--- src/logic/bsttr_pkg.sv ---
/*
 * Package for the test-port data registers: instruction codes, register
 * lengths, identification field layout and link signal groupings.
 * Assumes the test clock is sampled by a much faster system clock.
 */
package bsttr_pkg;

    localparam int IR_LEN    = 3;
    localparam int ID_LEN    = 32;
    localparam int BSR_LEN   = 8;
    localparam int SYNC_LEN  = 2;

    localparam logic [IR_LEN-1:0] INS_EXTEST  = 3'h0;
    localparam logic [IR_LEN-1:0] INS_IDCODE  = 3'h1;
    localparam logic [IR_LEN-1:0] INS_SAMPLE  = 3'h2;
    localparam logic [IR_LEN-1:0] INS_CLAMP   = 3'h3;
    localparam logic [IR_LEN-1:0] INS_HIGHZ   = 3'h4;
    localparam logic [IR_LEN-1:0] INS_BYPASS  = 3'h7;
    localparam logic [IR_LEN-1:0] IR_CAPTURE  = 3'h1;

    // Identification layout: revision | part | maker | fixed one
    localparam int ID_REV_LSB   = 28;
    localparam int ID_PART_LSB  = 12;
    localparam int ID_MAKER_LSB = 1;
    localparam logic ID_FIXED_ONE = 1'b1;

    typedef enum logic [3:0] {
        ST_RESET, ST_IDLE, ST_SEL_DR, ST_CAP_DR, ST_SHIFT_DR, ST_EXIT1_DR,
        ST_PAUSE_DR, ST_EXIT2_DR, ST_UPD_DR, ST_SEL_IR, ST_CAP_IR,
        ST_SHIFT_IR, ST_EXIT1_IR, ST_PAUSE_IR, ST_EXIT2_IR, ST_UPD_IR
    } bsttr_state_type;

    // Pins from the external tester
    typedef struct packed {
        logic clk;
        logic mode;
        logic data;
    } bsttr_link_type;

endpackage : bsttr_pkg

--- src/logic/bsttr_sync.sv ---
/*
 * Two-stage synchroniser for the test-port pins plus edge detection.
 * Assumes the pins are asynchronous to clk.
 */
`timescale 1ns/1ps
module bsttr_sync
    import bsttr_pkg::*;
(
    // System
    input  wire logic           clk,
    input  wire logic           sys_rst,
    // Raw pins
    input  wire bsttr_link_type pins_in,
    // Synchronised view
    output bsttr_link_type      pins_sync,
    output logic                rise,
    output logic                fall
);

    bsttr_link_type meta_r;
    bsttr_link_type sync_r;
    logic           clk_prev_r;

    always_ff @(posedge clk or posedge sys_rst) begin
        if (sys_rst) begin
            meta_r     <= '0;
            sync_r     <= '0;
            clk_prev_r <= 1'b0;
        end else begin
            meta_r     <= pins_in;
            sync_r     <= meta_r;
            clk_prev_r <= sync_r.clk;
        end
    end

    assign pins_sync = sync_r;
    assign rise      = sync_r.clk & ~clk_prev_r;
    assign fall      = ~sync_r.clk & clk_prev_r;

endmodule : bsttr_sync

--- src/logic/bsttr_regs.sv ---
/*
 * Test data registers behind the test access port: bypass, boundary scan
 * and identification, plus the instruction register and TAP sequencer.
 * Assumes an external tester drives the test clock far slower than clk.
 */
`timescale 1ns/1ps
module bsttr_regs
    import bsttr_pkg::*;
#(
    parameter logic [3:0]  ID_REVISION = 4'h0,     // Arbitrary value
    parameter logic [15:0] ID_PART     = 16'h0A5A, // Arbitrary value
    parameter logic [10:0] ID_MAKER    = 11'h2B3   // Arbitrary value
)
(
    // System
    input  wire logic               clk,
    input  wire logic               sys_rst,
    // Test port pins
    input  wire logic               test_port_clock,
    input  wire logic               test_mode_select,
    input  wire logic               test_serial_in,
    output logic                    test_serial_out,
    output logic                    test_serial_out_oe_n,
    // Boundary cells
    input  wire logic [BSR_LEN-1:0] cell_capture,
    output logic [BSR_LEN-1:0]      cell_drive,
    output logic                    cells_test_mode,
    output logic                    cells_high_z
);

    bsttr_link_type  pins_raw;
    bsttr_link_type  pins;
    logic            tck_rise;
    logic            tck_fall;

    bsttr_state_type state_r;
    bsttr_state_type state_nxt;
    logic [IR_LEN-1:0]  ir_shift_r;
    logic [IR_LEN-1:0]  ir_latch_r;
    logic               bypass_r;
    logic [BSR_LEN-1:0] bsr_shift_r;
    logic [BSR_LEN-1:0] bsr_latch_r;
    logic [ID_LEN-1:0]  id_shift_r;
    logic [ID_LEN-1:0]  id_latch_r;
    logic               tdo_r;
    logic               tdo_en_r;

    assign pins_raw = '{clk: test_port_clock, mode: test_mode_select, data: test_serial_in};

    bsttr_sync u_sync (
        .clk       (clk),
        .sys_rst   (sys_rst),
        .pins_in   (pins_raw),
        .pins_sync (pins),
        .rise      (tck_rise),
        .fall      (tck_fall)
    );

    function automatic bsttr_state_type next_state(input bsttr_state_type s, input logic m);
        case (s)
            ST_RESET:    next_state = m ? ST_RESET    : ST_IDLE;
            ST_IDLE:     next_state = m ? ST_SEL_DR   : ST_IDLE;
            ST_SEL_DR:   next_state = m ? ST_SEL_IR   : ST_CAP_DR;
            ST_CAP_DR:   next_state = m ? ST_EXIT1_DR : ST_SHIFT_DR;
            ST_SHIFT_DR: next_state = m ? ST_EXIT1_DR : ST_SHIFT_DR;
            ST_EXIT1_DR: next_state = m ? ST_UPD_DR   : ST_PAUSE_DR;
            ST_PAUSE_DR: next_state = m ? ST_EXIT2_DR : ST_PAUSE_DR;
            ST_EXIT2_DR: next_state = m ? ST_UPD_DR   : ST_SHIFT_DR;
            ST_UPD_DR:   next_state = m ? ST_SEL_DR   : ST_IDLE;
            ST_SEL_IR:   next_state = m ? ST_RESET    : ST_CAP_IR;
            ST_CAP_IR:   next_state = m ? ST_EXIT1_IR : ST_SHIFT_IR;
            ST_SHIFT_IR: next_state = m ? ST_EXIT1_IR : ST_SHIFT_IR;
            ST_EXIT1_IR: next_state = m ? ST_UPD_IR   : ST_PAUSE_IR;
            ST_PAUSE_IR: next_state = m ? ST_EXIT2_IR : ST_PAUSE_IR;
            ST_EXIT2_IR: next_state = m ? ST_UPD_IR   : ST_SHIFT_IR;
            ST_UPD_IR:   next_state = m ? ST_SEL_DR   : ST_IDLE;
            default:     next_state = ST_RESET;
        endcase
    endfunction : next_state

    assign state_nxt = tck_rise ? next_state(state_r, pins.mode) : state_r;

    // Instruction decode; the reset state overrides the latch
    wire in_reset   = (state_r == ST_RESET);
    wire sel_id     = in_reset || (ir_latch_r == INS_IDCODE);
    wire sel_bypass = !in_reset && ((ir_latch_r == INS_BYPASS) || (ir_latch_r == INS_CLAMP)
                      || (ir_latch_r == INS_HIGHZ));
    wire sel_bsr    = !in_reset && ((ir_latch_r == INS_EXTEST) || (ir_latch_r == INS_SAMPLE));
    wire sel_none   = !(sel_id || sel_bypass || sel_bsr);

    wire dr_cap   = tck_rise && (state_r == ST_CAP_DR);
    wire dr_shift = tck_rise && (state_r == ST_SHIFT_DR);
    wire ir_cap   = tck_rise && (state_r == ST_CAP_IR);
    wire ir_shift = tck_rise && (state_r == ST_SHIFT_IR);
    wire dr_upd   = tck_fall && (state_r == ST_UPD_DR);
    wire ir_upd   = tck_fall && (state_r == ST_UPD_IR);

    wire [ID_LEN-1:0] id_code = {ID_REVISION, ID_PART, ID_MAKER, ID_FIXED_ONE};

    // Unimplemented codes fall back to bypass so the chain never breaks
    wire serial_tail = (state_r == ST_SHIFT_IR) ? ir_shift_r[0] :
                       sel_id                   ? id_shift_r[0] :
                       sel_bsr                  ? bsr_shift_r[0] : bypass_r;

    always_ff @(posedge clk or posedge sys_rst) begin
        if (sys_rst) begin
            state_r <= ST_RESET;
        end else begin
            state_r <= state_nxt;
        end
    end

    // Instruction register: shift stage and latched output
    always_ff @(posedge clk or posedge sys_rst) begin
        if (sys_rst) begin
            ir_shift_r <= IR_CAPTURE;
            ir_latch_r <= INS_IDCODE;
        end else begin
            if (ir_cap) ir_shift_r <= IR_CAPTURE;
            else if (ir_shift) ir_shift_r <= {pins.data, ir_shift_r[IR_LEN-1:1]};
            if (in_reset) ir_latch_r <= INS_IDCODE;
            else if (ir_upd) ir_latch_r <= ir_shift_r;
        end
    end

    // Bypass: one stage between serial input and output
    always_ff @(posedge clk or posedge sys_rst) begin
        if (sys_rst) begin
            bypass_r <= 1'b0;
        end else if ((sel_bypass || sel_none) && dr_cap) begin
            bypass_r <= 1'b0;
        end else if ((sel_bypass || sel_none) && dr_shift) begin
            bypass_r <= pins.data;
        end
    end

    // Boundary scan: shift path and latched parallel output
    always_ff @(posedge clk or posedge sys_rst) begin
        if (sys_rst) begin
            bsr_shift_r <= '0;
            bsr_latch_r <= '0;
        end else begin
            if (sel_bsr && dr_cap) bsr_shift_r <= cell_capture;
            else if (sel_bsr && dr_shift) bsr_shift_r <= {pins.data, bsr_shift_r[BSR_LEN-1:1]};
            if (sel_bsr && dr_upd) bsr_latch_r <= bsr_shift_r;
        end
    end

    // Identification: 32-bit shift stage and latch
    always_ff @(posedge clk or posedge sys_rst) begin
        if (sys_rst) begin
            id_shift_r <= '0;
            id_latch_r <= '0;
        end else begin
            if (sel_id && dr_cap) id_shift_r <= id_code;
            else if (sel_id && dr_shift) id_shift_r <= {pins.data, id_shift_r[ID_LEN-1:1]};
            if (sel_id && dr_upd) id_latch_r <= id_shift_r;
        end
    end

    // Output changes on the falling test clock, as a tester expects
    always_ff @(posedge clk or posedge sys_rst) begin
        if (sys_rst) begin
            tdo_r    <= 1'b0;
            tdo_en_r <= 1'b0;
        end else if (tck_fall) begin
            tdo_r    <= serial_tail;
            tdo_en_r <= (state_r == ST_SHIFT_DR) || (state_r == ST_SHIFT_IR);
        end
    end

    assign test_serial_out      = tdo_r;
    assign test_serial_out_oe_n = ~tdo_en_r;
    assign cell_drive           = bsr_latch_r;
    assign cells_test_mode      = !in_reset && ((ir_latch_r == INS_EXTEST) || (ir_latch_r == INS_CLAMP));
    assign cells_high_z         = !in_reset && (ir_latch_r == INS_HIGHZ);

    id_reset_sel_a: assert property (@(posedge clk) disable iff (sys_rst)
        (state_r == ST_RESET) |=> (ir_latch_r == INS_IDCODE))
        else $error("instruction not forced to identify in reset");

    id_capture_a: assert property (@(posedge clk) disable iff (sys_rst)
        (dr_cap && sel_id) |=> (id_shift_r == id_code && id_shift_r[0] == ID_FIXED_ONE))
        else $error("identification code not captured");

    // Checks the serial mux, not the select decode, so a wrong select shows up
    id_selected_a: assert property (@(posedge clk) disable iff (sys_rst)
        (state_r == ST_SHIFT_DR && ir_latch_r == INS_IDCODE) |-> (serial_tail == id_shift_r[0]))
        else $error("identification not on serial path");

    bypass_stage_a: assert property (@(posedge clk) disable iff (sys_rst)
        (dr_shift && sel_bypass) |=> (bypass_r == $past(pins.data)))
        else $error("bypass stage did not take serial input");

    bypass_cap_a: assert property (@(posedge clk) disable iff (sys_rst)
        (dr_cap && sel_bypass) |=> (bypass_r == 1'b0))
        else $error("bypass stage not cleared on capture");

    bypass_sel_a: assert property (@(posedge clk) disable iff (sys_rst)
        (state_r == ST_SHIFT_DR && (ir_latch_r == INS_BYPASS || ir_latch_r == INS_CLAMP
            || ir_latch_r == INS_HIGHZ)) |-> (serial_tail == bypass_r))
        else $error("bypass not on serial path");

    bsr_hold_a: assert property (@(posedge clk) disable iff (sys_rst)
        (!dr_upd) |=> $stable(bsr_latch_r))
        else $error("boundary latch moved outside update");

    id_shift_a: assert property (@(posedge clk) disable iff (sys_rst)
        (dr_shift && sel_id) |=> (id_shift_r[ID_LEN-2:0] == $past(id_shift_r[ID_LEN-1:1])))
        else $error("identification shift wrong");

    id_latch_a: assert property (@(posedge clk) disable iff (sys_rst)
        (dr_upd && sel_id) |=> (id_latch_r == $past(id_shift_r)))
        else $error("identification latch not loaded on update");

    ir_update_a: assert property (@(posedge clk) disable iff (sys_rst)
        (ir_upd && !in_reset) |=> (ir_latch_r == $past(ir_shift_r)))
        else $error("instruction not latched on update");

endmodule : bsttr_regs

--- config.mk ---
export PLATFORM = sky130hd
export DESIGN_NAME = bsttr_regs
export DESIGN_NICKNAME = d
export VERILOG_FILES = /design/src/logic/bsttr_pkg.sv /design/src/logic/bsttr_sync.sv /design/src/logic/bsttr_regs.sv
export SDC_FILE = /design/constraint.sdc
export NUM_CORES = 1
export LEC_CHECK = 0
export ABC_CLOCK_PERIOD_IN_PS = 2000
export BUFFER_PORTS_ARGS = -buffer_cell sky130_fd_sc_hd__buf_2
export CAP_MARGIN = 15
export CORE_ASPECT_RATIO = 2
export CORE_MARGIN = 5
export CORE_UTILIZATION = 53
export DETAILED_ROUTE_END_ITERATION = 10
export MAX_ROUTING_LAYER = met4
export PLACE_DENSITY_LB_ADDON = 0.1
export SLEW_MARGIN = 20
export SYNTH_ARGS = -nofsm -noshare
export SYNTH_HDL_FRONTEND = slang
export SYNTH_HIERARCHICAL = 1
export SYNTH_SLANG_ARGS = --single-unit
--- constraint.sdc ---
create_clock -name clk -period 2 [get_ports clk]
set_clock_uncertainty 0.2 [all_clocks]
set_input_delay 0.3 -clock clk [delete_from_list [all_inputs] [get_ports clk]]
set_output_delay 0.3 -clock clk [all_outputs]
set_load 0.005 [all_outputs]
After elaboration in Yosys (flattened, before gate mapping). Index checks and enable logic that the tools add are counted.

Register bits: 68. Latch bits: 0. Bits in writable memories: 0. Bits in read-only memories: 0. Word-level logic and storage cells: 105. Memories kept: 0.

Add/sub/neg operators: 0. $mul: 0. Divide/modulo/power cells: 0. Magnitude comparators: 0. Equality and inequality tests: 20. Shifts and indexed selects: 0. Multiplexer cells: 26. Bitwise operators: 5. Reduce and logical (&&, ||, !) cells: 38.

Operator list (number): 32-bit 2-to-1 mux (2); 4-bit one-hot mux with 12 select lines (1); 4-bit equality test, second input constant (8); 3-bit 2-to-1 mux (6); 1-bit logical AND (17); 4-bit by 3-bit equality test with 1-bit output, second input constant (4); 4-bit 2-to-1 mux (4); 8-bit 2-to-1 mux (2); 2-bit nonzero test (5); 1-bit logical OR (9); 4-bit by 2-bit equality test with 1-bit output, second input constant (2); 1-bit 2-to-1 mux (8); 3-bit by 2-bit equality test with 1-bit output, second input constant (2); 3-bit equality test, second input constant (2); 2-bit 2-to-1 mux (3); 4-bit by 1-bit equality test with 1-bit output, second input constant (1); 4-bit zero test (1); 2-bit OR reduction (2); 3-bit by 1-bit equality test with 1-bit output, second input constant (1); 3-bit zero test (1); 1-bit inverter (3); 3-bit OR reduction (1); 1-bit AND (2); 1-bit zero test (2).

Longest topological paths before layout. Gate-level depths: netlist of run 1.

Depth after elaboration: 11. Gate-level depth with buffers: 7.

By module. The synthesis of run 1 kept the hierarchy.

By module, submodules not included: bsttr_regs (instances 1, cells an instance 286, area an instance 2870.3 um2, sequential area each 1529.0 um2); bsttr_sync (instances 1, cells an instance 10, area an instance 193.9 um2, sequential area each 175.2 um2).

Worst setup path before layout of run 1. No wires, ideal clock.

Kind: reg-to-reg. Start point: register u_sync.clk_prev_r. End point: register bsr_shift_r[0]. Data arrival time: 1.627 ns. Required time: 1.675 ns. Slack: 0.049 ns. Cell stages (with the launch flop): 7. Path through: dfrtp_1 -> nor2b_1 -> nor2b_1 -> and2_4 -> buf_6 -> mux2_4 -> mux2_2.

Word-level cells in the longest chain between the ends: 5.

Ends and longest elaborated chain: from (decl) (line bsttr_sync.sv:22) `logic clk_prev_r;`; from (signal assigned) (line bsttr_sync.sv:32) `clk_prev_r <= sync_r.clk;`; 1-bit inverter (*) (line bsttr_sync.sv:37) `assign rise = sync_r.clk & ~clk_prev_r;`; 1-bit AND (*) (line bsttr_sync.sv:37); named net tck_rise (line bsttr_regs.sv:33) `logic tck_rise;`; 1-bit logical AND (on tied branches) (line bsttr_regs.sv:91, bsttr_regs.sv:92); 1-bit logical AND (on tied branches) (line bsttr_regs.sv:143, bsttr_regs.sv:144); 8-bit 2-to-1 mux / 2-bit nonzero test (equally long branches); to (signal assigned) (line bsttr_regs.sv:143) `if (sel_bsr && dr_cap) bsr_shift_r <= cell_capture;`; to (signal assigned) (line bsttr_regs.sv:144) `else if (sel_bsr && dr_shift) bsr_shift_r <= {pins.data, bsr_shift_r[BSR_LEN-1:1]};`; to (decl) (line bsttr_regs.sv:41) `logic [BSR_LEN-1:0] bsr_shift_r;`.

The timed path passes the listed nets; every way through them passes the cells marked *. A chain may end at the register's enable or synchronous reset.

Worst setup path after layout of run 1.
Start point: register state_r[0]. End point: output cells_test_mode.

Word-level cells in the longest chain between the ends: 3.

Ends and longest elaborated chain: from (decl) (line bsttr_regs.sv:36) `bsttr_state_type state_r;`; from (signal assigned) (line bsttr_regs.sv:109) `state_r <= state_nxt;`; 4-bit zero test (line bsttr_regs.sv:84) `wire in_reset = (state_r == ST_RESET);`; 1-bit zero test (line bsttr_regs.sv:175) `assign cells_test_mode = !in_reset && ((ir_latch_r == INS_EXTEST) || (ir_latch_r == INS_CLAMP));`; 1-bit logical AND (line bsttr_regs.sv:175); to (decl) (line bsttr_regs.sv:27) `output logic cells_test_mode,`.

No other way between the ends.

==> reports/results.md, run 1 <==
• **mean instance size in the synthesized netlist** 10.4 µm²
• **crit path DAT** 1.41 ns
• **detailed-routed wire length on met3** 216 µm
• **synthesized-area fraction occupied by ao, oa, aoi and oai cells** 12.5%
• **post-route cell area** 0.00370 mm²
• **count of synthesis-stage warnings from yosys** 6
• **Most used DFF post-synth** sky130_fd_sc_hd__dfrtp_1
• **remaining number of nets flagged by the antenna check after routing** 0
• **worst endpoint required time** 1.50 ns
• **internal power summed over all cells** 3060 µW
• **number of buffers inserted during clock tree synthesis** 9
• **share of Yosys cell area claimed by the top area cell type** 53.9%
• **share of the clock period used by the worst path** 95.4%
• **placed standard-cell area** 0.00332 mm²
• **actual transition at the worst max-transition pin** 0.351 ns
• **Max-cap violations** 0
• **number of diodes** 0
• **largest family of logic cells by synthesized area** simple AND/OR/NAND/NOR gates
• **Initial DRC Count** 93
• **result of the run** completed
• **Net Count, Synth** 309
• **synthesized-area fraction occupied by and/or/nand/nor cells** 17.2%
• **largest delay contributor family on the critical path** flip-flops
• **Skew-Pair Late Insertion Delay** 0.32 ns
• **Critical path buffers and inverters** 2
• **Synth area leader** sky130_fd_sc_hd__dfrtp_1
• **Final Max Slew Viols** 0
• **Worst Hold Endpoint** bsr_shift_r[3]$_DFFE_PP0P_
• **Max stage delay cell, worst path** sky130_fd_sc_hd__dfrtp_2
• **sink count of the clock tree** 68
• **power density over the cells** 1170 mW/mm²
• **TritonRoute pass-1 iters** 6
• **cells taking the most area after synthesis** sky130_fd_sc_hd__dfrtp_1 (54%), sky130_fd_sc_hd__mux2_2 (7.7%), sky130_fd_sc_hd__nand2_1 (7.6%)
• **cell depth of the worst flop-to-flop path** 5
• **sequential group share of total power** 39.9%
• **total global routing track utilization** 18.1%
• **clock-pin transition on the worst setup and hold timing paths** 0.05 ns
• **uppermost layer routed** met4
• **flops & latches, synth** 68
• **number of enable flip-flop cells after synthesis** 0
• **number of antenna violations at the first check in global routing** 0
• **class of the worst hold path** in -> reg
• **part of the Yosys area used for sequential elements** 55.6%
• **Setup Viol. Count Final** 0
• **DRC violation count after routing** 0
• **CTS max path bufs** 2
• **area enclosed by the die boundary** 0.00749 mm²
• **total leakage power** 0.00170 µW
• **origin of the critical flop-to-flop path** state_r[0]$_DFFE_PP0P_
• **worst hold start** cell_capture[3]
• **number of global-route vias before repair** 2225
• **global-route wire length before repair** 10400 µm
• **area growth from synthesis to final layout** 20.7%
• **die height** 118 µm
• **worst-case vdd ir drop** 0.00104 V
• **RSZ-0062 raised after global routing** no
• **Netlist cell types** 48
• **Total Nets Final** 349
• **half-perimeter wire length of the detailed placement result** 4130 µm
• **largest net degree at the start of global routing** 65
• **routed wire length** 5990 µm
• **sum of routed wire segments on met1** 2300 µm
• **TritonCTS clock tree** done
• **Sw Ratio** 29.2%
• **startpoint class of the critical path** flip-flop
• **clock power share** 36.0%
• **Worst R2R End** bsr_shift_r[5]$_DFFE_PP0P_
• **Sw Pwr** 1260 µW
• **count of endpoints failing hold in the final timing report** 0
• **die span in x** 63.8 µm
• **met2 WL post-DR** 3370 µm
• **cell count of the worst hold path** 3
• **# IOs** 25
• **Core Footprint** 0.00566 mm²
• **share of power burned in combinational logic** 24.1%
• **detailed-route wire length per cell** 14.9 µm
• **category of the worst setup path capture point** output pin
• **Via density** 5.48
• **number of vias in the routed layout** 2203
• **xor-xnor portion of the synthesized cell area** 0.572%
• **async set or reset register ratio after synthesis** 100%
• **count of H-tree levels built during CTS** 3
• **register-to-register path setup slack** 0.11 ns
• **setup TNS** 0 ns
• **share of final-layout standard cells stronger than drive strength 1** 29.6%
• **category of the most critical setup path** reg -> out
• **Synth Cell Area** 0.00306 mm²
• **count of standard-cell rows** 39
• **delay of the slowest critical-path stage** 0.44 ns
• **GRT overflow** 0
• **max-slew headroom at the worst pin** 76.6%
• **maximum frequency from static timing analysis** 524 MHz
• **routability-driven placement congestion ratio** 0.833
• **number of buffer cells added on primary ports** 24
• **final critical-path required period** 1.91 ns
• **ordered list of cells on the worst path** nor4_4 -> buf_4 -> nor3_1 -> buf_2
• **Synth Area in Adders** 0%
• **initial core utilization** 54.1%
• **post-synthesis cell count** 296
• **root cell of the clock tree** sky130_fd_sc_hd__clkbuf_16
• **proportion of synthesized area in mux cells** 10.0%
• **worst-path fanout max** 5
metal layers:
metal  GRT usage [%]  vias up
met4            8.58        0
li1                -     1086
met5               -        -
met1            19.4     1074
met3            5.25        6
met2            29.9       37
how the worst max path moves through the flow:
stage                                              from                          to  slack, ns  cells after the start
after floorplan             u_sync/clk_prev_r$_DFF_PP0_  bsr_shift_r[0]$_DFFE_PP0P_       0.05                      6
after global placement    u_sync/pins_sync[2]$_DFF_PP0_  bsr_shift_r[2]$_DFFE_PP0P_       0.15                      6
after detailed placement  u_sync/pins_sync[2]$_DFF_PP0_  bsr_shift_r[5]$_DFFE_PP0P_       0.12                      6
after CTS                        state_r[3]$_DFFE_PP0P_             cells_test_mode       0.03                      4
after global routing             state_r[1]$_DFFE_PP0P_                cells_high_z      0.005                      4
final                            state_r[0]$_DFFE_PP0P_             cells_test_mode       0.09                      4
tightest hold or removal path, delay by kind of cell:
kind                   cells  cell delay [ns]
muxes                      2             0.25
buffers and inverters      1             0.08
layout by cell type (no fill, tap or decap), drive strengths merged, types with 2 or more instances in the layout:
cell / synthesis / layout
dfstp: 2 / 2
o21ai: 40 / 40
nand2b: 2 / 2
a21oi: 7 / 7
buf: 12 / 43
nor3: 2 / 2
nor2b: 4 / 4
xor2: 2 / 2
clkbuf: 6 / 12
and3b: 2 / 2
dfrtp: 66 / 66
nand2: 63 / 63
dlygate4sd3: 0 / 4
mux2: 25 / 25
clkinvlp: 0 / 2
clkinv: 0 / 2
nor4: 2 / 2
inv: 9 / 8
a31oi: 5 / 5
nor3b: 3 / 3
nand3: 3 / 3
nor2: 20 / 20
sequential cells by signal, summed over array words and instances (netlist names):
register and cells:
bsr_shift_r 8, bypass_r 1, cell_drive 8, id_shift_r 32, ir_latch_r 3, ir_shift_r 3, state_r 4, tdo_en_r 1
test_serial_out 1, u_sync/clk_prev_r 1, u_sync/meta_r 3, u_sync/pins_sync 3
timing repair:
action	4_1_cts	5_1_grt
buffers inserted	2	2
pin swaps	0	1
cloned	0	0
setup endpoints to repair	2	5
hold endpoints to repair	69	0
resized for setup	1	2
hold buffers	4	0
metrics by stage:
| step | setup slack [ns] | hold slack (ns) | cells | utilization [%] | total power, µW |
|---|---|---|---|---|---|
| CTS | 0.0296 | 0.117 | 400 | 65.0 | 4330 |
| finish | 0.0913 | 0.136 | 402 | 65.3 | 4330 |
| floorplan | 0.0488 | -0.0966 | 296 | - | 2390 |
| detailed placement | 0.120 | 0.0763 | 378 | 58.6 | 2690 |
| global route | 0.00451 | 0.124 | 402 | 65.3 | 4570 |
| global placement | 0.153 | 0.0718 | 378 | 58.6 | 2670 |
Yosys cell counts (3+ instances only):
library cell	instances
sky130_fd_sc_hd__a21oi_1	7
sky130_fd_sc_hd__a31oi_1	5
sky130_fd_sc_hd__buf_2	9
sky130_fd_sc_hd__clkbuf_1	6
sky130_fd_sc_hd__dfrtp_1	66
sky130_fd_sc_hd__inv_1	9
sky130_fd_sc_hd__mux2_2	21
sky130_fd_sc_hd__mux2_4	4
sky130_fd_sc_hd__nand2_1	62
sky130_fd_sc_hd__nand3_1	3
sky130_fd_sc_hd__nor2_1	20
sky130_fd_sc_hd__nor2b_1	4
sky130_fd_sc_hd__o21ai_0	11
sky130_fd_sc_hd__o21ai_1	29
power groups by stage:
stage	Sequential (µW)	Combinational, µW	Clock [µW]
after global routing	1750	1160	1670
after global placement	1730	935	0
after CTS	1730	997	1610
final	1730	1040	1560
after floorplan	1660	731	0
after detailed placement	1740	943	0
logic make-up after synthesis:
logic type | Yosys count
AND/OR/NAND/NOR | 108
flip-flops | 68
AO/OA/AOI/OAI | 65
buffers and inverters | 27
multiplexers | 26
XOR/XNOR | 2
final cells by class:
| cell class | count | area [µm²] |
|---|---|---|
| inverters | 9 | 37.5 |
| repair buffers | 47 | 328 |
| clock buffers | 12 | 256 |
| fillers | 478 | 1960 |
| multi-input cells | 201 | 1250 |
| well taps | 61 | 76.3 |
| clock inverters | 4 | 47.5 |
| flip-flops and latches | 68 | 1710 |
(Power assumes the default switching activity.)
==> inputs of run 2 (changes only) <==
--- a/config.mk
+++ b/config.mk
@@ -6,4 +6,5 @@
 export NUM_CORES = 1
 export LEC_CHECK = 0
+export ABC_AREA = 1
 export ABC_CLOCK_PERIOD_IN_PS = 2000
 export BUFFER_PORTS_ARGS = -buffer_cell sky130_fd_sc_hd__buf_2
@@ -11,5 +12,5 @@
 export CORE_ASPECT_RATIO = 2
 export CORE_MARGIN = 5
-export CORE_UTILIZATION = 53
+export CORE_UTILIZATION = 54
 export DETAILED_ROUTE_END_ITERATION = 10
 export MAX_ROUTING_LAYER = met4
==> constraint.sdc (replaced) <==
create_clock -name clk -period 2 [get_ports clk]
set_clock_uncertainty 0.2 [all_clocks]
set_input_delay 0 -clock clk [delete_from_list [all_inputs] [get_ports clk]]
set_output_delay 0 -clock clk [all_outputs]
set_load 0.005 [all_outputs]
==> run 2 against run 1 <==
  * Area after synthesis up 4.9%
  * Register-to-register slack better by 0.07 ns
  * Non-clock buffer count unchanged
  * Routed wire length up 6.7%
  * Utilization up 1.7 points
  * Final cell count up 24%
  * Cell area up 4.3%
  * Sequential power up 5%
  * Total power up 12%
  * Global-route usage up 1.8 points
  * Critical path depth up 4
  * Die area up 2.6%
==> reports/results.md, run 2 <==
• **result of the run** completed, unchanged
• **power density over the cells** 1250 mW/mm², was 1170 mW/mm²
• **setup TNS** 0 ns, unchanged
• **count of synthesis-stage warnings from yosys** 6, unchanged
• **Synth area leader** sky130_fd_sc_hd__dfrtp_1, unchanged
• **number of buffer cells added on primary ports** 24, unchanged
• **Setup Viol. Count Final** 0, unchanged
• **Most used DFF post-synth** sky130_fd_sc_hd__dfrtp_1, unchanged
• **die height** 119 µm, was 118 µm
• **RSZ-0062 raised after global routing** no, unchanged
• **root cell of the clock tree** sky130_fd_sc_hd__clkbuf_16, unchanged
• **count of H-tree levels built during CTS** 3, unchanged
• **async set or reset register ratio after synthesis** 100%, unchanged
• **post-synthesis cell count** 391, was 296
• **worst endpoint required time** 2.02 ns, was 1.50 ns
• **class of the worst hold path** in -> async, was in -> reg
• **share of the clock period used by the worst path** 90.8%, was 95.4%
• **final critical-path required period** 1.82 ns, was 1.91 ns
• **CTS max path bufs** 2, unchanged
• **most frequent cell on the critical path** sky130_fd_sc_hd__nand2_4
• **crit path DAT** 1.84 ns, was 1.41 ns
• **Synth Cell Area** 0.00322 mm², was 0.00306 mm²
• **top cells by instance count after synthesis** sky130_fd_sc_hd__nand2_1 (141), sky130_fd_sc_hd__dfrtp_1 (66), sky130_fd_sc_hd__nor2_1 (34), was sky130_fd_sc_hd__dfrtp_1 (66), sky130_fd_sc_hd__nand2_1 (62), sky130_fd_sc_hd__o21ai_1 (29)
• **routed wire length** 6390 µm, was 5990 µm
• **remaining number of nets flagged by the antenna check after routing** 0, unchanged
• **TritonCTS clock tree** done, unchanged
• **GRT overflow** 0, unchanged
• **clock-pin transition on the worst setup and hold timing paths** 0.05 ns, about the same
• **largest net degree at the start of global routing** 62, was 65
• **total leakage power** 0.00205 µW, was 0.00170 µW
• **TritonRoute pass-1 iters** 5, was 6
• **category of the most critical setup path** reg -> reg, was reg -> out
• **area enclosed by the die boundary** 0.00769 mm², was 0.00749 mm²
• **Skew-Pair Late Insertion Delay** 0.33 ns, was 0.32 ns
• **total global routing track utilization** 19.9%, was 18.1%
• **initial core utilization** 55.8%, was 54.1%
• **setup repair bufs after CTS** 0, was 2
• **commonest cells after routing, fill and taps aside** sky130_fd_sc_hd__nand2_1 (141), sky130_fd_sc_hd__dfrtp_1 (66), sky130_fd_sc_hd__nor2_1 (34), sky130_fd_sc_hd__o21ai_1 (29), sky130_fd_sc_hd__inv_1 (28), was sky130_fd_sc_hd__dfrtp_1 (64), sky130_fd_sc_hd__nand2_1 (62), sky130_fd_sc_hd__o21ai_1 (29), sky130_fd_sc_hd__buf_2 (24), sky130_fd_sc_hd__mux2_2 (21)
• **area growth from synthesis to final layout** 20.0%, was 20.7%
• **number of buffers inserted during clock tree synthesis** 9, unchanged
• **Initial DRC Count** 147, was 93
• **number of flip-flops under the largest register name** 32, unchanged
• **part of the Yosys area used for sequential elements** 53.0%, was 55.6%
• **ordered list of cells on the worst path** inv_2 -> nor2_2 -> nand3_1 -> nand2_4 -> nand2_4 -> buf_4 -> a21oi_1 -> nor2_1, was nor4_4 -> buf_4 -> nor3_1 -> buf_2
• **worst-case vdd ir drop** 0.000744 V, was 0.00104 V
• **delay of the slowest critical-path stage** 0.53 ns, was 0.44 ns
• **max-slew headroom at the worst pin** 75.8%, was 76.6%
• **Net Count, Synth** 404, was 309
• **actual transition at the worst max-transition pin** 0.361 ns, was 0.351 ns
• **# IOs** 25, unchanged
• **detailed-route wire length per cell** 12.8 µm, was 14.9 µm
• **die span in x** 64.6 µm, was 63.8 µm
• **number of global-route vias before repair** 2573, was 2225
• **number of diodes** 0, unchanged
• **number of enable flip-flop cells after synthesis** 0, unchanged
• **category of the worst setup path capture point** flip-flop, was output pin
• **global-route wire length before repair** 11500 µm, was 10400 µm
• **Core Footprint** 0.00576 mm², was 0.00566 mm²
• **number of vias in the routed layout** 2549, was 2203
• **cells taking the most area after synthesis** sky130_fd_sc_hd__dfrtp_1 (51%), sky130_fd_sc_hd__nand2_1 (16%), sky130_fd_sc_hd__o21ai_1 (4.5%), was sky130_fd_sc_hd__dfrtp_1 (54%), sky130_fd_sc_hd__mux2_2 (7.7%), sky130_fd_sc_hd__nand2_1 (7.6%)
• **Netlist cell types** 28, was 48
• **Power, Total** 4830 µW, was 4330 µW
• **routability-driven placement congestion ratio** 0.871, was 0.833
• **half-perimeter wire length of the detailed placement result** 4300 µm, was 4130 µm
• **most frequent standard cell in the layout excluding fill and tap cells** sky130_fd_sc_hd__nand2_1, was sky130_fd_sc_hd__dfrtp_1
• **count of standard-cell rows** 39, unchanged
• **count of endpoints failing hold in the final timing report** 0, unchanged
• **flops & latches, synth** 68, unchanged
• **Via density** 5.10, was 5.48
• **worst-path fanout max** 16, was 5
• **library cell with the highest instance count after synthesis** sky130_fd_sc_hd__nand2_1, was sky130_fd_sc_hd__dfrtp_1
• **startpoint class of the critical path** flip-flop, unchanged
• **Final Max Slew Viols** 0, unchanged
• **Total Nets Final** 447, was 349
• **mean instance size in the synthesized netlist** 8.22 µm², was 10.4 µm²
• **maximum frequency from static timing analysis** 551 MHz, was 524 MHz
• **share of Yosys cell area claimed by the top area cell type** 51.4%, was 53.9%
• **largest reg by FF count** id_shift_r, unchanged
• **Max-cap violations** 0, unchanged
• **share of final-layout standard cells stronger than drive strength 1** 18.5%, was 29.6%
• **DRC violation count after routing** 0, unchanged
• **number of antenna violations at the first check in global routing** 0, unchanged
• **sink count of the clock tree** 68, unchanged
• **Max stage delay cell, worst path** sky130_fd_sc_hd__dfrtp_1, was sky130_fd_sc_hd__dfrtp_2
==> run 2: changes by cell type after synthesis, moves of 4 or more <==
cell,previous run,this run
sky130_fd_sc_hd__nor2b_1,4,0
sky130_fd_sc_hd__mux2_4,4,0
sky130_fd_sc_hd__nand3_1,3,17
sky130_fd_sc_hd__inv_2,0,7
sky130_fd_sc_hd__o21ai_2,0,8
sky130_fd_sc_hd__a31oi_1,5,0
sky130_fd_sc_hd__nor2_1,20,34
sky130_fd_sc_hd__inv_1,9,29
sky130_fd_sc_hd__nand2_4,0,5
sky130_fd_sc_hd__buf_6,1,5
sky130_fd_sc_hd__mux2_2,21,0
sky130_fd_sc_hd__o21ai_0,11,16
sky130_fd_sc_hd__nand2_1,62,141
sky130_fd_sc_hd__clkbuf_1,6,1
==> run 2: critical path, delay by kind of cell, from the launching register on <==
family / cells / cell delay (ns)
DFF: 1 / 0.53
AOI/OAI and AO/OA: 1 / 0.12
buffers and inverters: 2 / 0.27
and+or+nand+nor: 5 / 0.58
==> run 2: worst paths after layout <==
path | slack (ns) | to | cells past startpoint | start
worst max-delay path | 0.18 | id_shift_r[31]$_DFFE_PP0P_ | 8 | state_r[2]$_DFFE_PP0P_
worst min-delay path | 0.08 | test_serial_out$_DFFE_PP0P_ | 4 | sys_rst
worst max register to register | 0.18 | id_shift_r[31]$_DFFE_PP0P_ | 8 | state_r[2]$_DFFE_PP0P_
worst min register to register | 0.15 | u_sync/pins_sync[2]$_DFF_PP0_ | 0 | u_sync/meta_r[2]$_DFF_PP0_
max in group asynchronous | 0.85 | u_sync/meta_r[0]$_DFF_PP0_ | 4 | sys_rst
min in group clk | 0.11 | u_sync/meta_r[1]$_DFF_PP0_ | 2 | test_mode_select
==> run 2: report_power, final <==
part / switching (µW) / total, µW / leakage [µW] / internal, µW
clock: 560 / 1720 / 0.000160 / 1160
combinational: 831 / 1310 / 0.00101 / 477
sequential: 183 / 1810 / 0.000885 / 1620
==> run 2: kinds of logic (layout without fill, tap and decap cells) <==
logic type      count (synthesis)  after routing  share of synthesized area (%)
buf+inv                        52            100                           7.90
simple gates                  208            208                           28.1
flops                          68             68                           53.0
compound gates                 63             63                           11.1
==> run 2: metrics by stage <==
stage                     utilization, %  area (µm²)  cells  hold slack [ns]  setup slack (ns)
final                               67.0        3860    500           0.0844             0.184
after global routing                67.0        3860    500            0.121            0.0500
after CTS                           67.0        3860    500           0.0873             0.181
after detailed placement            59.0        3400    471           -0.237             0.198
after global placement              59.0        3400    471           -0.247             0.215
after floorplan                        -        3220    391           -0.397             0.290
==> run 2: layout make-up <==
type | count | area (µm²)
Clock buffer | 13 | 260
Clock inverter | 3 | 68.8
Fill cell | 515 | 1900
Inverter | 37 | 141
Multi-Input combinational cell | 271 | 1260
Sequential cell | 68 | 1700
Tap cell | 61 | 76.3
Timing Repair Buffer | 47 | 350
==> run 2: per-layer routing <==
metal  global-route usage (%)  up-vias  part of all wire [%]
li1                         -     1311                     -
met1                     22.7     1195                    43
met2                     32.8       33                    52
met3                     4.80       10                   3.0
met4                     8.74        0                   2.2
met5                        -        -                     0
==> run 2: repair_timing <==
| action | in CTS | in global routing |
|---|---|---|
| endpoints found under the hold margin | 79 | 0 |
| resized for setup | 0 | 0 |
| hold buffers | 13 | 0 |
==> inputs of run 3 (changes only) <==
- ABC_AREA: 1 -> not set
- ABC_CLOCK_PERIOD_IN_PS: 2000 -> 1600
- CORE_UTILIZATION: 54 -> 53
- PLACE_DENSITY: not set -> 0.74
- PLACE_DENSITY_LB_ADDON: 0.1 -> not set
- clock period: 2 -> 1.6 ns (I/O delays scaled with it)
==> run 3 against run 2 <==
  * The flow now finishes with violations (negative setup slack)
  * Flip-flop and latch count did not move
  * Worst hold slack better by 0.012 ns
  * Cell area grew 12%
  * Highest routed layer unchanged
  * Register-to-register slack worse by 0.44 ns
  * Clock power is 6% higher
  * Critical path depth shrank 2
==> reports/results.md, run 3 (synthesized netlist as in run 1, its figures left out) <==
• **count of endpoints failing hold in the final timing report** 0, unchanged
• **initial core utilization** 54.1%, was 55.8%
• **total placed cells including tap cells** 397, was 471
• **worst-case vdd ir drop** 0.00126 V, was 0.000744 V
• **detailed-route wire length per cell** 19.1 µm, was 12.8 µm
• **number of vias in the routed layout** 2608, was 2549
• **Total Nets Final** 389, was 447
• **largest net degree at the start of global routing** 33, was 62
• **share of power burned in combinational logic** 34.7%, was 27.1%
• **die span in x** 63.8 µm, was 64.6 µm
• **# IOs** 25, unchanged
• **startpoint class of the critical path** flip-flop, unchanged
• **Sw Pwr** 2010 µW, was 1570 µW
• **TritonRoute pass-1 iters** 4, was 5
• **number of diodes** 0, unchanged
• **number of filler cells placed in the layout** 336, was 515
• **Max-cap violations** 0, unchanged
• **final cell count without fillers** 442, was 500
• **total leakage power** 0.00203 µW, was 0.00205 µW
• **Via density** 5.90, was 5.10
• **worst slack at placement** -0.265 ns, was 0.198 ns
• **Final Max Slew Viols** 0, unchanged
• **routed wire length** 8420 µm, was 6390 µm
• **Core Footprint** 0.00566 mm², was 0.00576 mm²
• **number of antenna violations at the first check in global routing** 0, unchanged
• **origin of the critical flop-to-flop path** u_sync/pins_sync[2]$_DFF_PP0_, was state_r[2]$_DFFE_PP0P_
• **number of buffers inserted during clock tree synthesis** 9, unchanged
• **register-to-register path setup slack** -0.26 ns, was 0.18 ns
• **internal power summed over all cells** 4090 µW, was 3260 µW
• **count of H-tree levels built during CTS** 3, unchanged
• **half-perimeter wire length of the detailed placement result** 4550 µm, was 4300 µm
• **clock power share** 30.0%, was 35.6%
• **worst endpoint required time** 1.62 ns, was 2.02 ns
• **Initial DRC Count** 156, was 147
• **power density over the cells** 1410 mW/mm², was 1250 mW/mm²
• **DRC violation count after routing** 0, unchanged
• **number of buffer cells added on primary ports** 24, unchanged
• **worst hold margin** 0.0959 ns, was 0.0844 ns
• **Setup Viol. Count Final** 58, was 0
• **maximum frequency from static timing analysis** 538 MHz, was 551 MHz
• **category of the worst setup path capture point** flip-flop, unchanged
• **count of standard-cell rows** 39, unchanged
• **Sw Ratio** 32.9%, was 32.6%
• **root cell of the clock tree** sky130_fd_sc_hd__clkbuf_16, unchanged
• **RSZ-0062 raised after global routing** yes, was no
• **failing checks** negative setup slack
• **number of global-route vias before repair** 2626, was 2573
• **number of flip-flops under the largest register name** 32, unchanged
• **routability-driven placement congestion ratio** 0.820, was 0.871
• **Worst R2R End** bsr_shift_r[3]$_DFFE_PP0P_, was id_shift_r[31]$_DFFE_PP0P_
• **share of the clock period used by the worst path** 116%, was 90.8%
• **crit path DAT** 1.88 ns, was 1.84 ns
• **share of final-layout standard cells stronger than drive strength 1** 40.7%, was 18.5%
• **commonest cells after routing, fill and taps aside** sky130_fd_sc_hd__dfrtp_1 (63), sky130_fd_sc_hd__nand2_1 (61), sky130_fd_sc_hd__o21ai_1 (33), sky130_fd_sc_hd__buf_4 (27), sky130_fd_sc_hd__buf_2 (25), was sky130_fd_sc_hd__nand2_1 (141), sky130_fd_sc_hd__dfrtp_1 (66), sky130_fd_sc_hd__nor2_1 (34), sky130_fd_sc_hd__o21ai_1 (29), sky130_fd_sc_hd__inv_1 (28)
• **Skew-Pair Late Insertion Delay** 0.34 ns, was 0.33 ns
• **worst-path fanout max** 6, was 16
• **GRT overflow** 0, unchanged
• **area growth from synthesis to final layout** 41.1%, was 20.0%
• **sink count of the clock tree** 68, unchanged
• **cell depth of the worst flop-to-flop path** 6, was 8
• **die height** 118 µm, was 119 µm
• **total global routing track utilization** 22.8%, was 19.9%
• **final worst setup slack** -0.259 ns, was 0.184 ns
• **actual transition at the worst max-transition pin** 0.591 ns, was 0.361 ns
• **global-route wire length before repair** 12900 µm, was 11500 µm
• **remaining number of nets flagged by the antenna check after routing** 0, unchanged
• **most frequent standard cell in the layout excluding fill and tap cells** sky130_fd_sc_hd__dfrtp_1, was sky130_fd_sc_hd__nand2_1
• **result of the run** finished with violations, was completed
• **CTS max path bufs** 2, unchanged
• **placed standard-cell area** 0.00350 mm², was 0.00340 mm²
• **post-route cell area** 0.00432 mm², was 0.00386 mm²
• **category of the most critical setup path** reg -> reg, unchanged
• **class of the worst hold path** in -> async, unchanged
• **clock-pin transition on the worst setup and hold timing paths** 0.06 ns, was 0.05 ns
• **sequential group share of total power** 35.3%, was 37.3%
• **max-slew headroom at the worst pin** 60.5%, was 75.8%
• **largest reg by FF count** id_shift_r, unchanged
• **final critical-path required period** 1.86 ns, was 1.82 ns
• **TritonCTS clock tree** done, unchanged
• **area enclosed by the die boundary** 0.00749 mm², was 0.00769 mm²
==> run 3: cell count changes in the layout (fill, tap and decap cells not counted), sizes merged, moves of 4 or more <==
| cell | previous run | this run |
|---|---|---|
| buf | 34 | 72 |
| nor2 | 40 | 20 |
| nor2b | 0 | 4 |
| mux2 | 0 | 25 |
| o21ai | 53 | 40 |
| inv | 37 | 8 |
| nand2 | 148 | 63 |
| clkinv | 1 | 5 |
| nand3 | 18 | 3 |
| a31oi | 0 | 5 |
==> run 3: final cells by class <==
type	instances	area, µm²	share of cell area (%)
Clock buffer	10	239	5.53
Clock inverter	6	40.0	0.926
Inverter	9	42.5	0.984
Multi-Input combinational cell	201	1450	33.4
Sequential cell	68	1710	39.5
Tap cell	61	76.3	1.77
Timing Repair Buffer	87	772	17.9
==> run 3: critical path: stages (launching register included) <==
cell                      delay, ns
sky130_fd_sc_hd__dfrtp_1       0.39
sky130_fd_sc_hd__nor2b_4       0.14
sky130_fd_sc_hd__nor2b_4       0.13
sky130_fd_sc_hd__buf_6         0.12
sky130_fd_sc_hd__nand2_4       0.14
sky130_fd_sc_hd__mux2_2        0.35
sky130_fd_sc_hd__mux2_2        0.27
==> run 3: worst max path at each step <==
stage                                             start  depth (start not counted)  slack, ns                         end
after global placement      u_sync/clk_prev_r$_DFF_PP0_                          5      -0.21  bsr_shift_r[0]$_DFFE_PP0P_
final                     u_sync/pins_sync[2]$_DFF_PP0_                          6      -0.26  bsr_shift_r[3]$_DFFE_PP0P_
after CTS                        state_r[2]$_DFFE_PP0P_                          4      -0.22  bsr_shift_r[6]$_DFFE_PP0P_
after floorplan                  state_r[2]$_DFFE_PP0P_                          6      -0.31  bsr_shift_r[0]$_DFFE_PP0P_
after detailed placement         state_r[1]$_DFFE_PP0P_                          4      -0.26  bsr_shift_r[6]$_DFFE_PP0P_
after global routing             state_r[1]$_DFFE_PP0P_                          6      -0.31   id_shift_r[1]$_DFFE_PP0P_
==> run 3: metal layers <==
metal / share of wire (%) / vias to the layer above / global-route usage [%] / routed length, µm
li1: - / 1176 / - / -
met4: 5.0 / 0 / 11.7 / 420
met5: 0 / - / - / 0
met2: 56 / 88 / 38.5 / 4740
met3: 3.6 / 31 / 4.87 / 303
met1: 35 / 1313 / 24.6 / 2960
==> run 3: power groups by stage <==
stage / logic (µW) / clock network [µW] / registers, µW
3_5_place_dp: 1410 / 0 / 2150
4_1_cts: 1870 / 1860 / 2140
5_1_grt: 2270 / 1940 / 2170
2_1_floorplan: 977 / 0 / 2080
6_report: 2110 / 1830 / 2150
3_3_place_gp: 1380 / 0 / 2130
==> run 3: stage by stage <==
stage          power, µW  utilization [%]  TNS, ns
5_1_grt             6390             76.4   -14.60
6_report            6100             76.4   -11.16
3_5_place_dp        3560             61.9    -9.62
3_3_place_gp        3520             61.9    -7.85
4_1_cts             5860             73.9    -8.28
2_1_floorplan       3060                -    -8.96
==> run 3: repair_timing <==
item / CTS / global route
resized for setup: 39 / 27
cloned: 2 / 2
buffers inserted: 13 / 0
pin swaps: 10 / 10
setup endpoints to repair: 62 / 63
endpoints found under the hold margin: 79 / 0
hold buffers: 13 / 0
